**src/rtl/dual_timer_regs.vh**
```
// Register offsets, field positions and reset values of the dual timer block
`ifndef DUAL_TIMER_REGS_VH
`define DUAL_TIMER_REGS_VH

`define ADR_FIRST_MODE      8'h00
`define ADR_FIRST_COUNT     8'h04
`define ADR_RUN_CTRL        8'h08
`define ADR_IRQ_FLAG        8'h0C
`define ADR_IRQ_ENABLE      8'h10
`define ADR_SECOND_CTRL_A   8'h14
`define ADR_SECOND_CTRL_B   8'h18
`define ADR_SECOND_COUNT    8'h1C
`define ADR_SECOND_PRESC    8'h20
`define ADR_PULSE_DUTY      8'h24
`define ADR_BUZZER_CTRL     8'h28
`define ADR_PIN_CONFIG      8'h2C

`define BIT_SLOW_ROUTE      7
`define BIT_FIRST_SRC       5
`define BIT_FIRST_EDGE      4
`define BIT_PRESC_OWNER     3
`define BIT_TIMER0_RUN      0
`define BIT_GLOBAL_IRQ      7
`define BIT_FIRST_FLAG      0
`define BIT_SECOND_FLAG     3
`define BIT_PULSE_EN        7
`define BIT_PULSE_AL        6
`define BIT_ONE_SHOT        2
`define BIT_RELOAD_SEL      1
`define BIT_SECOND_RUN      0
`define BIT_SECOND_SRC      5
`define BIT_SECOND_EDGE     4
`define BIT_PRESC1_EN_N     3
`define BIT_BUZZER_EN       7
`define BIT_BUZZER_SRC      3
`define BIT_CFG_ASYNC       0
`define BIT_CFG_BUZZER      1

`define RST_FIRST_MODE      8'h08
`define RST_SECOND_CTRL_B   8'h08
`define RST_BYTE            8'h00
`define RST_SECOND_COUNT    8'hFF
`define ONES_BYTE           8'hFF
`define ZERO_BYTE           8'h00

`endif

```
**src/rtl/dual_timer_pwm_buzzer.v**
```verilog
// Two 8-bit timers with pulse-width and buzzer output behind a Wishbone slave
`timescale 1ns/10ps
`default_nettype none
`include "dual_timer_regs.vh"

// Summary of operation
// - First timer counts up source or prescaled ticks while running
// - Write loads first count, read returns live
// - Source: instruction clock, count pin or slow oscillator
// - Edge select: one means falling, zero rising
// - Owner zero divides source; writing zero clears prescaler
// - Three-bit ratio divides by two up to 256
// - Synchronised to instruction clock unless async option
// - Overflow sets sticky flag, gated interrupt request
// - Second timer counts down; write loads reload too
// - Runs when enabled; source pin or instruction clock
// - Pin edge select: one falling, zero rising
// - Own prescaler active-low enable, ratio, readable value
// - One-shot counts once to zero then stops
// - Free-running restarts from reload or 0xFF
// - Underflow sets sticky flag, gated interrupt request
// - Pulse enable plus pin config drives pin
// - Polarity bit one makes pulse active low
// - Active clocks equal duty; frame follows reload
// - Buzzer enable plus pin config drives pin
// - Buzzer source prescaler or timer, divided select
module dual_timer_pwm_buzzer (
    input  wire        clk_i,
    input  wire        rst_i,
    input  wire        ce_i,
    input  wire        inst_tick_i,
    input  wire        ext_count_clock_i,
    input  wire        low_speed_rc_osc_i,
    input  wire        wb_cyc_i,
    input  wire        wb_stb_i,
    input  wire        wb_we_i,
    input  wire [7:0]  wb_adr_i,
    input  wire [3:0]  wb_sel_i,
    input  wire [31:0] wb_dat_i,
    output reg  [31:0] wb_dat_o,
    output reg         wb_ack_o,
    output reg         irq_o,
    output reg         shared_port_pin_o,
    output reg         shared_port_pin_oe_n_o
);

    // Mask of ratio+1 low bits all ones gives a 2^(ratio+1) division
    function ratio_hit;
        input [7:0] cnt;
        input [2:0] ratio;
        reg   [7:0] mask;
        begin
            mask = `ONES_BYTE >> (3'h7 - ratio);
            ratio_hit = ((cnt & mask) == mask);
        end
    endfunction

    wire [1:0] pin_raw;
    reg  [1:0] sync1_q;
    reg  [1:0] sync2_q;

    assign pin_raw = {low_speed_rc_osc_i, ext_count_clock_i};

    genvar g;
    generate
        for (g = 0; g < 2; g = g + 1) begin : g_sync
            always @(posedge clk_i) begin
                if (rst_i) begin
                    sync1_q[g] <= 1'b0;
                    sync2_q[g] <= 1'b0;
                end else if (ce_i) begin
                    sync1_q[g] <= pin_raw[g];
                    sync2_q[g] <= sync1_q[g];
                end
            end
        end
    endgenerate

    wire       ext_lvl;
    wire       lrc_lvl;
    assign ext_lvl = sync2_q[0];
    assign lrc_lvl = sync2_q[1];

    reg  [7:0] mode_q;
    reg  [7:0] count0_q;
    reg        run0_q;
    reg        gie_q;
    reg        flag0_q;
    reg        flag1_q;
    reg        ien0_q;
    reg        ien1_q;
    reg  [7:0] ctrl_a_q;
    reg  [7:0] ctrl_b_q;
    reg  [7:0] count1_q;
    reg  [7:0] reload_q;
    reg  [7:0] presc0_q;
    reg  [7:0] presc1_q;
    reg  [7:0] duty_q;
    reg  [7:0] bz_ctrl_q;
    reg  [7:0] bz_div_q;
    reg        bz_q;
    reg        cfg_async_q;
    reg        cfg_buzzer_q;
    reg        done1_q;
    reg        samp0_q;
    reg        last0_q;
    reg        last1_q;

    // Bus decode; writes land at the edge that raises ack
    wire       req;
    wire       wr;
    assign req = wb_cyc_i & wb_stb_i & ~wb_ack_o;
    assign wr  = req & wb_we_i & wb_sel_i[0];

    wire       wr_mode;
    wire       wr_count0;
    wire       wr_run;
    wire       wr_flag;
    wire       wr_ien;
    wire       wr_ctrl_a;
    wire       wr_ctrl_b;
    wire       wr_count1;
    wire       wr_duty;
    wire       wr_bz;
    wire       wr_cfg;
    wire [7:0] wd;
    assign wd        = wb_dat_i[7:0];
    assign wr_mode   = wr & (wb_adr_i == `ADR_FIRST_MODE);
    assign wr_count0 = wr & (wb_adr_i == `ADR_FIRST_COUNT);
    assign wr_run    = wr & (wb_adr_i == `ADR_RUN_CTRL);
    assign wr_flag   = wr & (wb_adr_i == `ADR_IRQ_FLAG);
    assign wr_ien    = wr & (wb_adr_i == `ADR_IRQ_ENABLE);
    assign wr_ctrl_a = wr & (wb_adr_i == `ADR_SECOND_CTRL_A);
    assign wr_ctrl_b = wr & (wb_adr_i == `ADR_SECOND_CTRL_B);
    assign wr_count1 = wr & (wb_adr_i == `ADR_SECOND_COUNT);
    assign wr_duty   = wr & (wb_adr_i == `ADR_PULSE_DUTY);
    assign wr_bz     = wr & (wb_adr_i == `ADR_BUZZER_CTRL);
    assign wr_cfg    = wr & (wb_adr_i == `ADR_PIN_CONFIG);

    // First timer source and edge
    wire       src0_sel;
    wire       lvl0;
    wire       samp_en0;
    wire       edge0;
    wire       tick_src0;
    wire       owner;
    wire       presc0_tick;
    wire       tick0;
    wire       ovf0;
    assign src0_sel  = mode_q[`BIT_FIRST_SRC];
    assign lvl0      = mode_q[`BIT_SLOW_ROUTE] ? lrc_lvl : ext_lvl;
    // Sampling at instruction ticks drops pulses faster than them
    assign samp_en0  = cfg_async_q | inst_tick_i;
    assign edge0     = mode_q[`BIT_FIRST_EDGE] ? (last0_q & ~samp0_q)
                                               : (~last0_q & samp0_q);
    assign tick_src0 = src0_sel ? (edge0 & samp_en0) : inst_tick_i;
    assign owner     = mode_q[`BIT_PRESC_OWNER];
    assign presc0_tick = tick_src0 & ratio_hit(presc0_q, mode_q[2:0]);
    assign tick0     = owner ? tick_src0 : presc0_tick;
    assign ovf0      = run0_q & tick0 & (count0_q == `ONES_BYTE) & ~wr_count0;

    always @(posedge clk_i) begin
        if (rst_i) begin
            samp0_q <= 1'b0;
            last0_q <= 1'b0;
        end else if (ce_i && samp_en0) begin
            samp0_q <= lvl0;
            last0_q <= samp0_q;
        end
    end

    always @(posedge clk_i) begin
        if (rst_i) begin
            presc0_q <= `RST_BYTE;
        end else if (ce_i) begin
            if (wr_mode && !wd[`BIT_PRESC_OWNER]) begin
                presc0_q <= `RST_BYTE;
            end else if (!owner && tick_src0) begin
                presc0_q <= presc0_q + 8'h01;
            end
        end
    end

    always @(posedge clk_i) begin
        if (rst_i) begin
            count0_q <= `RST_BYTE;
        end else if (ce_i) begin
            if (wr_count0) begin
                count0_q <= wd;
            end else if (run0_q && tick0) begin
                count0_q <= count0_q + 8'h01;
            end
        end
    end

    // Second timer source, prescaler and down counter
    wire       edge1;
    wire       tick_src1;
    wire       presc1_on;
    wire       presc1_tick;
    wire       tick1;
    wire       run1;
    wire       unf1;
    assign edge1     = ctrl_b_q[`BIT_SECOND_EDGE] ? (last1_q & ~ext_lvl)
                                                  : (~last1_q & ext_lvl);
    assign tick_src1 = ctrl_b_q[`BIT_SECOND_SRC] ? edge1 : inst_tick_i;
    assign presc1_on = ~ctrl_b_q[`BIT_PRESC1_EN_N];
    assign presc1_tick = tick_src1 & ratio_hit(presc1_q, ctrl_b_q[2:0]);
    assign tick1     = presc1_on ? presc1_tick : tick_src1;
    assign run1      = ctrl_a_q[`BIT_SECOND_RUN] & ~done1_q;
    assign unf1      = run1 & tick1 & (count1_q == `ZERO_BYTE) & ~wr_count1;

    always @(posedge clk_i) begin
        if (rst_i) begin
            last1_q  <= 1'b0;
            presc1_q <= `RST_BYTE;
        end else if (ce_i) begin
            last1_q <= ext_lvl;
            if (presc1_on && tick_src1) begin
                presc1_q <= presc1_q + 8'h01;
            end
        end
    end

    always @(posedge clk_i) begin
        if (rst_i) begin
            count1_q <= `RST_SECOND_COUNT;
            reload_q <= `RST_SECOND_COUNT;
            done1_q  <= 1'b0;
        end else if (ce_i) begin
            if (wr_count1) begin
                count1_q <= wd;
                reload_q <= wd;
                done1_q  <= 1'b0;
            end else if (unf1) begin
                if (ctrl_a_q[`BIT_ONE_SHOT]) begin
                    done1_q <= 1'b1;
                end else if (ctrl_a_q[`BIT_RELOAD_SEL]) begin
                    count1_q <= reload_q;
                end else begin
                    count1_q <= `ONES_BYTE;
                end
            end else if (run1 && tick1) begin
                count1_q <= count1_q - 8'h01;
            end
        end
    end

    // Flags: hardware set wins over a software clear in the same cycle
    always @(posedge clk_i) begin
        if (rst_i) begin
            flag0_q <= 1'b0;
            flag1_q <= 1'b0;
        end else if (ce_i) begin
            flag0_q <= ovf0 | (flag0_q & ~(wr_flag & ~wd[`BIT_FIRST_FLAG]));
            flag1_q <= unf1 | (flag1_q & ~(wr_flag & ~wd[`BIT_SECOND_FLAG]));
        end
    end

    // Pulse width and buzzer
    wire       pulse_act;
    wire       pulse_lvl;
    wire       bz_src;
    wire       bz_tick;
    wire       pulse_drive;
    wire       bz_drive;
    // Count below duty gives exactly duty input clocks per frame
    assign pulse_act   = run1 & (count1_q < duty_q);
    assign pulse_lvl   = pulse_act ^ ctrl_a_q[`BIT_PULSE_AL];
    assign bz_src      = bz_ctrl_q[`BIT_BUZZER_SRC] ? unf1 : presc1_tick;
    assign bz_tick     = bz_src & ratio_hit(bz_div_q, bz_ctrl_q[2:0]);
    assign pulse_drive = ctrl_a_q[`BIT_PULSE_EN] & ~cfg_buzzer_q;
    assign bz_drive    = bz_ctrl_q[`BIT_BUZZER_EN] & cfg_buzzer_q;

    always @(posedge clk_i) begin
        if (rst_i) begin
            bz_div_q <= `RST_BYTE;
            bz_q     <= 1'b0;
        end else if (ce_i) begin
            if (!bz_ctrl_q[`BIT_BUZZER_EN]) begin
                bz_div_q <= `RST_BYTE;
                bz_q     <= 1'b0;
            end else begin
                if (bz_src) begin
                    bz_div_q <= bz_div_q + 8'h01;
                end
                if (bz_tick) begin
                    bz_q <= ~bz_q;
                end
            end
        end
    end

    always @(posedge clk_i) begin
        if (rst_i) begin
            shared_port_pin_o      <= 1'b0;
            shared_port_pin_oe_n_o <= 1'b1;
            irq_o                  <= 1'b0;
        end else if (ce_i) begin
            shared_port_pin_oe_n_o <= ~(pulse_drive | bz_drive);
            shared_port_pin_o      <= bz_drive ? bz_q : (pulse_drive & pulse_lvl);
            irq_o <= gie_q & ((flag0_q & ien0_q) | (flag1_q & ien1_q));
        end
    end

    // Software-written control registers
    always @(posedge clk_i) begin
        if (rst_i) begin
            mode_q       <= `RST_FIRST_MODE;
            run0_q       <= 1'b0;
            gie_q        <= 1'b0;
            ien0_q       <= 1'b0;
            ien1_q       <= 1'b0;
            ctrl_a_q     <= `RST_BYTE;
            ctrl_b_q     <= `RST_SECOND_CTRL_B;
            duty_q       <= `RST_BYTE;
            bz_ctrl_q    <= `RST_BYTE;
            cfg_async_q  <= 1'b0;
            cfg_buzzer_q <= 1'b0;
        end else if (ce_i) begin
            if (wr_mode) begin
                mode_q <= {wd[7], 1'b0, wd[5:0]};
            end
            if (wr_run) begin
                run0_q <= wd[`BIT_TIMER0_RUN];
                gie_q  <= wd[`BIT_GLOBAL_IRQ];
            end
            if (wr_ien) begin
                ien0_q <= wd[`BIT_FIRST_FLAG];
                ien1_q <= wd[`BIT_SECOND_FLAG];
            end
            if (wr_ctrl_a) begin
                ctrl_a_q <= {wd[7:6], 3'h0, wd[2:0]};
            end
            if (wr_ctrl_b) begin
                ctrl_b_q <= {2'h0, wd[5:0]};
            end
            if (wr_duty) begin
                duty_q <= wd;
            end
            if (wr_bz) begin
                bz_ctrl_q <= {wd[7], 3'h0, wd[3:0]};
            end
            if (wr_cfg) begin
                cfg_async_q  <= wd[`BIT_CFG_ASYNC];
                cfg_buzzer_q <= wd[`BIT_CFG_BUZZER];
            end
        end
    end

    // Read mux; unmapped addresses answer with zero
    reg  [7:0] rd;
    always @* begin
        rd = `ZERO_BYTE;
        case (wb_adr_i)
            `ADR_FIRST_MODE:    rd = mode_q;
            `ADR_FIRST_COUNT:   rd = count0_q;
            `ADR_RUN_CTRL:      rd = {gie_q, 6'h00, run0_q};
            `ADR_IRQ_FLAG:      rd = {4'h0, flag1_q, 2'h0, flag0_q};
            `ADR_IRQ_ENABLE:    rd = {4'h0, ien1_q, 2'h0, ien0_q};
            `ADR_SECOND_CTRL_A: rd = ctrl_a_q;
            `ADR_SECOND_CTRL_B: rd = ctrl_b_q;
            `ADR_SECOND_COUNT:  rd = count1_q;
            `ADR_SECOND_PRESC:  rd = presc1_q;
            `ADR_PULSE_DUTY:    rd = duty_q;
            `ADR_BUZZER_CTRL:   rd = bz_ctrl_q;
            `ADR_PIN_CONFIG:    rd = {6'h00, cfg_buzzer_q, cfg_async_q};
            default:            rd = `ZERO_BYTE;
        endcase
    end

    always @(posedge clk_i) begin
        if (rst_i) begin
            wb_ack_o <= 1'b0;
            wb_dat_o <= 32'h00000000;
        end else if (ce_i) begin
            wb_ack_o <= req;
            if (req) begin
                wb_dat_o <= {24'h000000, rd};
            end
        end
    end

endmodule
`default_nettype wire

```
**config.mk**
```make
export PLATFORM = sky130hd
export DESIGN_NAME = dual_timer_pwm_buzzer
export DESIGN_NICKNAME = d
export VERILOG_FILES = /design/src/rtl/dual_timer_pwm_buzzer.v
export VERILOG_INCLUDE_DIRS = /design/src /design/src/rtl
export SDC_FILE = /design/constraint.sdc
export NUM_CORES = 1
export LEC_CHECK = 0
export ABC_CLOCK_PERIOD_IN_PS = 3500
export BUFFER_PORTS_ARGS = -buffer_cell sky130_fd_sc_hd__buf_4
export CAP_MARGIN = 20
export CELL_PAD_IN_SITES_DETAIL_PLACEMENT = 1
export CELL_PAD_IN_SITES_GLOBAL_PLACEMENT = 1
export CORE_MARGIN = 2
export CORE_UTILIZATION = 35
export CTS_BUF_LIST = sky130_fd_sc_hd__clkbuf_8
export CTS_CLUSTER_SIZE = 24
export DETAILED_ROUTE_END_ITERATION = 6
export PLACE_DENSITY_LB_ADDON = 0.1
export SLEW_MARGIN = 20
export SYNTH_ARGS = -nofsm -noshare
export SYNTH_HDL_FRONTEND = slang
export SYNTH_SLANG_ARGS = --single-unit
```
**constraint.sdc**
```tcl
create_clock -name clk_i -period 3.5 [get_ports clk_i]
set_input_delay 0.875 -clock clk_i [delete_from_list [all_inputs] [get_ports clk_i]]
set_output_delay 0.875 -clock clk_i [all_outputs]
set_load 0.005 [all_outputs]
```
==> out/metrics.cfg, run 1 <==
[sta]
rsz0062_at_grt=false
fin_crit_ps=3106
setup_viol=0
fin_crit_sh_pct=88.74
worst_slew_pin_slew_ps=793.2
hold_violations=0
slew_viol_final=0
skew_ps=9.337
fmaxAchievable_mhz=322.0
max_slew_margin_pct=47.12
finalSetupTns_ps=0

[global_route]
antenna_found_initial=0
gr-total-overflow=0
grt_max_degree=42
grt_pass1_vias=5685
gr-usage-all-layers_pct=23.13
grt_pass1_wl_um=32440

[place]
port_buffers=37
hpwl_um=15370
place_area_mm2=0.006649
gp_congestion=0.8783

[logic_synthesis]
synth.area.mux_share_pct=9.732
yosys.area_share.simple_pct=24.02
synth_edf_count=0
syn-instance-count=746
synthArstFlopShare_pct=0
yosys_warnings=0
synth.cell_area_mm2=0.006120
avgSynthCellArea_um2=8.203
synth_xor_area_share_pct=1.717
synth_cell_types=80
ys.flop_type=dfxtp_1
synth_fa_ha_area_share_pct=2.453
synth_top_family_by_area=simple AND/OR/NAND/NOR gates
ys_seq_area_share_pct=35.33
synth_seq_cells=108
synth_compound_area_share_pct=19.55

[detailed_routing]
drc_errors=0
firstDrtPassIters=5
drt_iter0_drc=314
wirelength_um=20590
avgViaCountPerCell=5.673
antenna_left=0
dr_total_vias=5718
routedWlPerCell_um=20.43

[final_layout]
drive_gt1_share_pct=13.79
antenna_cells=0
final_cell_area_mm2=0.006877
final_cell_mix=dfxtp_1 (108), nor2_1 (100), buf_4 (65), mux2i_1 (55), nand2_1 (47)
fin_nets=843
final_common_cell=dfxtp_1
fin_util_pct=40.04
area_delta_synth_final_pct=12.37

[critical_path]
ff2ff_path_depth=10
cp_cell_sequence=inv_1 > ha_1 > or3b_4 > or4_4 > or3b_1 > a21oi_1 > buf_4 > or3_1 > nand3_1 > a221o_1
r2r_slack_ps=390
critPathMaxFanout=7
worstPathArrival_ps=3390
crit_type=reg2reg
slowest_stage=or4_4
r2r-start=count1_q[0]
start_kind=register
cp_top_family=simple AND/OR/NAND/NOR gates
max_stage_delay_ps=460
crit_path_end_kind=register
required_ps=3790
cp_num_buf_inv=2
r2r_end=count1_q[5]

[hold_path]
hp-start=wb_dat_o[7]
hold_depth=2
hold_path.class=reg2reg
min_to=wb_dat_o[7]

[floorplan]
die_w_um=136.2
ios=89
rows=48
start_util_pct=35.63
core_area_mm2=0.01718
die_h_um=136.2
dieArea_mm2=0.01856

[power]
p_leak_nw=2.439
vdd_drop_max_mv=0.1595
power_density_mw_per_mm2=326.1

[clock_network]
numCtsBuffers=9
cts.sinks=108
cts_tree=yes
postCtsResizedCells=0
cts_buffer_depth=2
clk_latency_ps=400
htree_levels=3
cts_root_buffer=clkbuf_8
clk_pin_slew_ps=100
ctsHoldBuffers=0
postCtsSetupBuffers=0

[status]
status=finished, final reports clean

[run]
max_cap_viol_count=0

logic make-up (layout without fill, tap and decap cells):
family                   after synthesis  after routing
AND/OR/NAND/NOR                      285            285
adder cells (fa/ha/maj)               12             12
other                                  1             24
XOR/XNOR                              12             12
AO/OA/AOI/OAI                        179            179
buffers and inverters                 90            104
multiplexers                          59             59
flip-flops                           108            108
flip-flops by register name, indices dropped and copies added, names as in the netlist, 2 cells and up:
| name | cells |
|---|---|
| presc1_q | 8 |
| count1_q | 8 |
| ctrl_a_q | 5 |
| bz_div_q | 8 |
| sync1_q | 2 |
| duty_q | 8 |
| wb_dat_o | 8 |
| presc0_q | 8 |
| ctrl_b_q | 6 |
| bz_ctrl_q | 5 |
| count0_q | 8 |
| reload_q | 8 |
| mode_q | 7 |
worst register-to-register path, stage by stage, from the launching register on:
cell	delay, ps
dfxtp_1	330
inv_1	70
ha_1	200
or3b_4	410
or4_4	460
or3b_1	430
a21oi_1	380
buf_4	240
or3_1	110
nand3_1	70
a221o_1	300
metrics by stage:
step	cells	hold slack (ps)	setup WS [ps]	total power [mW]
2_1_floorplan	769	432.0	448.4	1.358
3_3_place_gp	992	449.0	460.1	1.413
3_5_place_dp	992	461.0	396.4	1.416
4_1_cts	1008	476.7	385.5	2.277
5_1_grt	1008	512.4	237.3	2.330
6_report	1008	478.5	394.1	2.242
final cells by class:
| type | instances | area, um2 |
|---|---|---|
| fill | 2123 | 10300 |
| clock buffer | 13 | 178.9 |
| inverter | 23 | 86.33 |
| sequential | 108 | 2162 |
| tap | 225 | 281.5 |
| clock inverter | 3 | 42.54 |
| timing repair buffer | 65 | 488.0 |
| multi-input combinational | 571 | 3637 |
per-layer routing:
metal | vias up | GRT usage [%] | routed length [um]
met5 | - | 0 | 0
met4 | 0 | 5.903 | 307
met3 | 20 | 4.362 | 1044
met2 | 147 | 37.69 | 9728
met1 | 2830 | 31.44 | 9509
li1 | 2721 | - | -
where the power goes:
group | leakage, nW | internal [mW] | switching (mW)
Combinational | 1.46 | 0.0469 | 0.107
Sequential | 0.871 | 1.23 | 0.00252
Clock | 0.112 | 0.408 | 0.446
synth_stat cells, drive strengths merged, types with 5 or more instances:
master | n | area [um2]
or4 | 6 | 48.80
nand2 | 48 | 182.7
dfxtp | 108 | 2162
ha | 12 | 150.1
xor2 | 7 | 61.31
o31ai | 5 | 37.54
o211ai | 9 | 67.56
xnor2 | 5 | 43.79
a22o | 6 | 52.55
a211oi | 7 | 65.06
inv | 23 | 86.33
nor4 | 5 | 37.53
nor3b | 7 | 52.55
o21ai | 34 | 173.9
and2 | 5 | 31.28
mux2i | 55 | 550.5
nand4 | 9 | 56.30
or3b | 5 | 46.30
a22oi | 20 | 150.1
or3 | 10 | 62.56
nand3b | 6 | 45.04
nor2 | 100 | 375.4
nor3 | 14 | 75.07
o22ai | 6 | 37.54
nand3 | 30 | 150.1
nand2b | 12 | 75.07
buf | 35 | 230.2
clkbuf | 32 | 120.1
a21oi | 45 | 229.0
or2 | 6 | 37.54
a31oi | 11 | 68.82
worst max-delay path by stage:
stage / startpoint / endpoint / slack, ps / cells after the start
after floorplan: wb_adr_i[4] / count1_q[3] / 450 / 6
after global placement: wb_adr_i[5] / count1_q[5] / 460 / 8
after detailed placement: inst_tick_i / count0_q[2] / 400 / 7
after CTS: count1_q[0] / count1_q[5] / 390 / 9
after global routing: count1_q[0] / count1_q[5] / 240 / 10
final: count1_q[0] / count1_q[5] / 390 / 10
Power figures use the tool's default switching activity.
==> run 2, diff against run 1 <==
--- a/config.mk
+++ b/config.mk
@@ -17,6 +17,8 @@
 export CTS_CLUSTER_SIZE = 24
 export DETAILED_ROUTE_END_ITERATION = 6
 export PLACE_DENSITY_LB_ADDON = 0.1
+export REMOVE_ABC_BUFFERS = 1
+export SETUP_SLACK_MARGIN = 0.1
 export SLEW_MARGIN = 20
 export SYNTH_ARGS = -nofsm -noshare
 export SYNTH_HDL_FRONTEND = slang
==> run 2 against run 1 <==
Setup slack worse by 28 ps. Global-route usage fell by 0.56 points. Design area decreased by 0.56%. Critical endpoint is now bz_q. Combinational power barely moved. Non-clock buffer count shrank 2. Register-to-register slack got worse by 30 ps. Clock skew increased by 3.8 ps. Flip-flop and latch count did not move. Fmax decreased by 0.90%. Cell count down 0.20%. Via count down 0.73%. Worst hold slack lost 1.2 ps. Critical path type unchanged.
==> out/metrics.cfg, run 2 (synthesis results as in run 1) <==
[place]
place_area_mm2=0.006634
gp_congestion=0.8487
post-place-ws_ps=369.8
hpwl_um=15090
port_buffers=37

[critical_path]
worstPathArrival_ps=3460
cp_top_family=simple AND/OR/NAND/NOR gates
cp_num_buf_inv=1
r2r_slack_ps=370
crit_path_end_kind=register
start_kind=register
critPathMaxFanout=14
required_ps=3820
crit_type=reg2reg
slowest_stage=or4_1
max_stage_delay_ps=520
cp_cell_sequence=inv_1 > ha_1 > or3b_4 > or4_4 > nand4bb_4 > a211oi_4 > o21ai_2 > or4_1 > a31oi_1

[final_layout]
final_cell_mix=dfxtp_1 (108), nor2_1 (100), buf_4 (63), mux2i_1 (55), nand2_1 (47)
area_delta_synth_final_pct=11.74
fin_nets=841
antenna_cells=0
drive_gt1_share_pct=13.57
final_cell_area_mm2=0.006838
final_common_cell=dfxtp_1

[sta]
fmaxAchievable_mhz=319.1
holdWs_ps=477.3
finalSetupTns_ps=0
skew_ps=13.14
rsz0062_at_grt=false
hold_violations=0
slew_viol_final=0
max_slew_margin_pct=44.12
worst_slew_pin_slew_ps=838.1
setup_slack_ps=365.9
setup_viol=0
fin_crit_ps=3134
fin_crit_sh_pct=89.54

[floorplan]
dieArea_mm2=0.01856
start_util_pct=35.63
rows=48
die_w_um=136.2
core_area_mm2=0.01718
die_h_um=136.2
ios=89

[clock_network]
htree_levels=3
numCtsBuffers=9
cts.sinks=108
cts_tree=yes
cts_buffer_depth=2
ctsHoldBuffers=0
postCtsSetupBuffers=0
postCtsResizedCells=0
cts_root_buffer=clkbuf_8
clk_pin_slew_ps=100
clk_latency_ps=400

[global_route]
antenna_found_initial=0
grt_pass1_vias=5666
grt_max_degree=45
grt_pass1_wl_um=31860
grt_use_met1_pct=30.63
global_route.usage.met2_pct=37.58
use_met3_pct=4.064
grt_busiest_layer=met2
gr-usage-all-layers_pct=22.57
gr-total-overflow=0

[detailed_routing]
dr_total_vias=5676
routedWlPerCell_um=20.26
wirelength_um=20380
firstDrtPassIters=4
avgViaCountPerCell=5.642
antenna_left=0
drc_errors=0
drt_iter0_drc=344

[status]
status=finished, final reports clean

[run]
max_cap_viol_count=0

[power]
p_leak_nw=2.423
vdd_drop_max_mv=0.1719
power_density_mw_per_mm2=317.6

[hold_path]
hold_path.class=reg2reg

## run 2: cell types whose count changed in the layout (fill, tap and decap cells not counted)
| cell | before | now |
|---|---|---|
| buf_4 | 65 | 63 |
| clkinv_4 | 0 | 1 |
| bufinv_16 | 1 | 0 |
| clkinvlp_4 | 1 | 0 |
| clkinv_2 | 1 | 2 |
## run 2: worst paths after layout
kind          startpoint     endpoint  cells past startpoint
max          count1_q[0]         bz_q                      9
min          wb_dat_o[7]  wb_dat_o[7]                      2
max reg2reg  count1_q[0]         bz_q                      9
min reg2reg  wb_dat_o[7]  wb_dat_o[7]                      2
## run 2: power by group
group | internal [mW] | leakage (nW) | switching (mW)
clock network | 0.337 | 0.105 | 0.447
registers | 1.23 | 0.871 | 0.00215
logic | 0.0468 | 1.45 | 0.107
## run 2: metrics by stage
step | instances | power [mW] | utilization, %
4_1_cts | 1006 | 2.200 | 39.77
3_3_place_gp | 990 | 1.412 | 38.62
5_1_grt | 1006 | 2.265 | 39.81
3_5_place_dp | 990 | 1.415 | 38.62
6_report | 1006 | 2.171 | 39.81
2_1_floorplan | 702 | 1.306 | -
## run 2: worst register-to-register path: stages, from the launching register on
cell and delay (ps):
dfxtp_1 390, inv_1 110, ha_1 210, or3b_4 410
or4_4 440, nand4bb_4 280, a211oi_4 290, o21ai_2 230
or4_1 520, a31oi_1 190
## run 2: final cells by class
type / instances / area [um2]
clock buffer: 13 / 178.9
clock inverter: 3 / 18.77
fill: 2104 / 10340
inverter: 23 / 86.33
multi-input combinational: 571 / 3637
sequential: 108 / 2162
tap: 225 / 281.5
timing repair buffer: 63 / 473.0
## run 2: per-layer routing
layer,part of all wire (%),wire length [um],up-vias
met5,0,0,-
met4,1.0,212,0
met3,4.6,935,17
met2,46,9458,142
met1,48,9776,2812
li1,-,-,2705
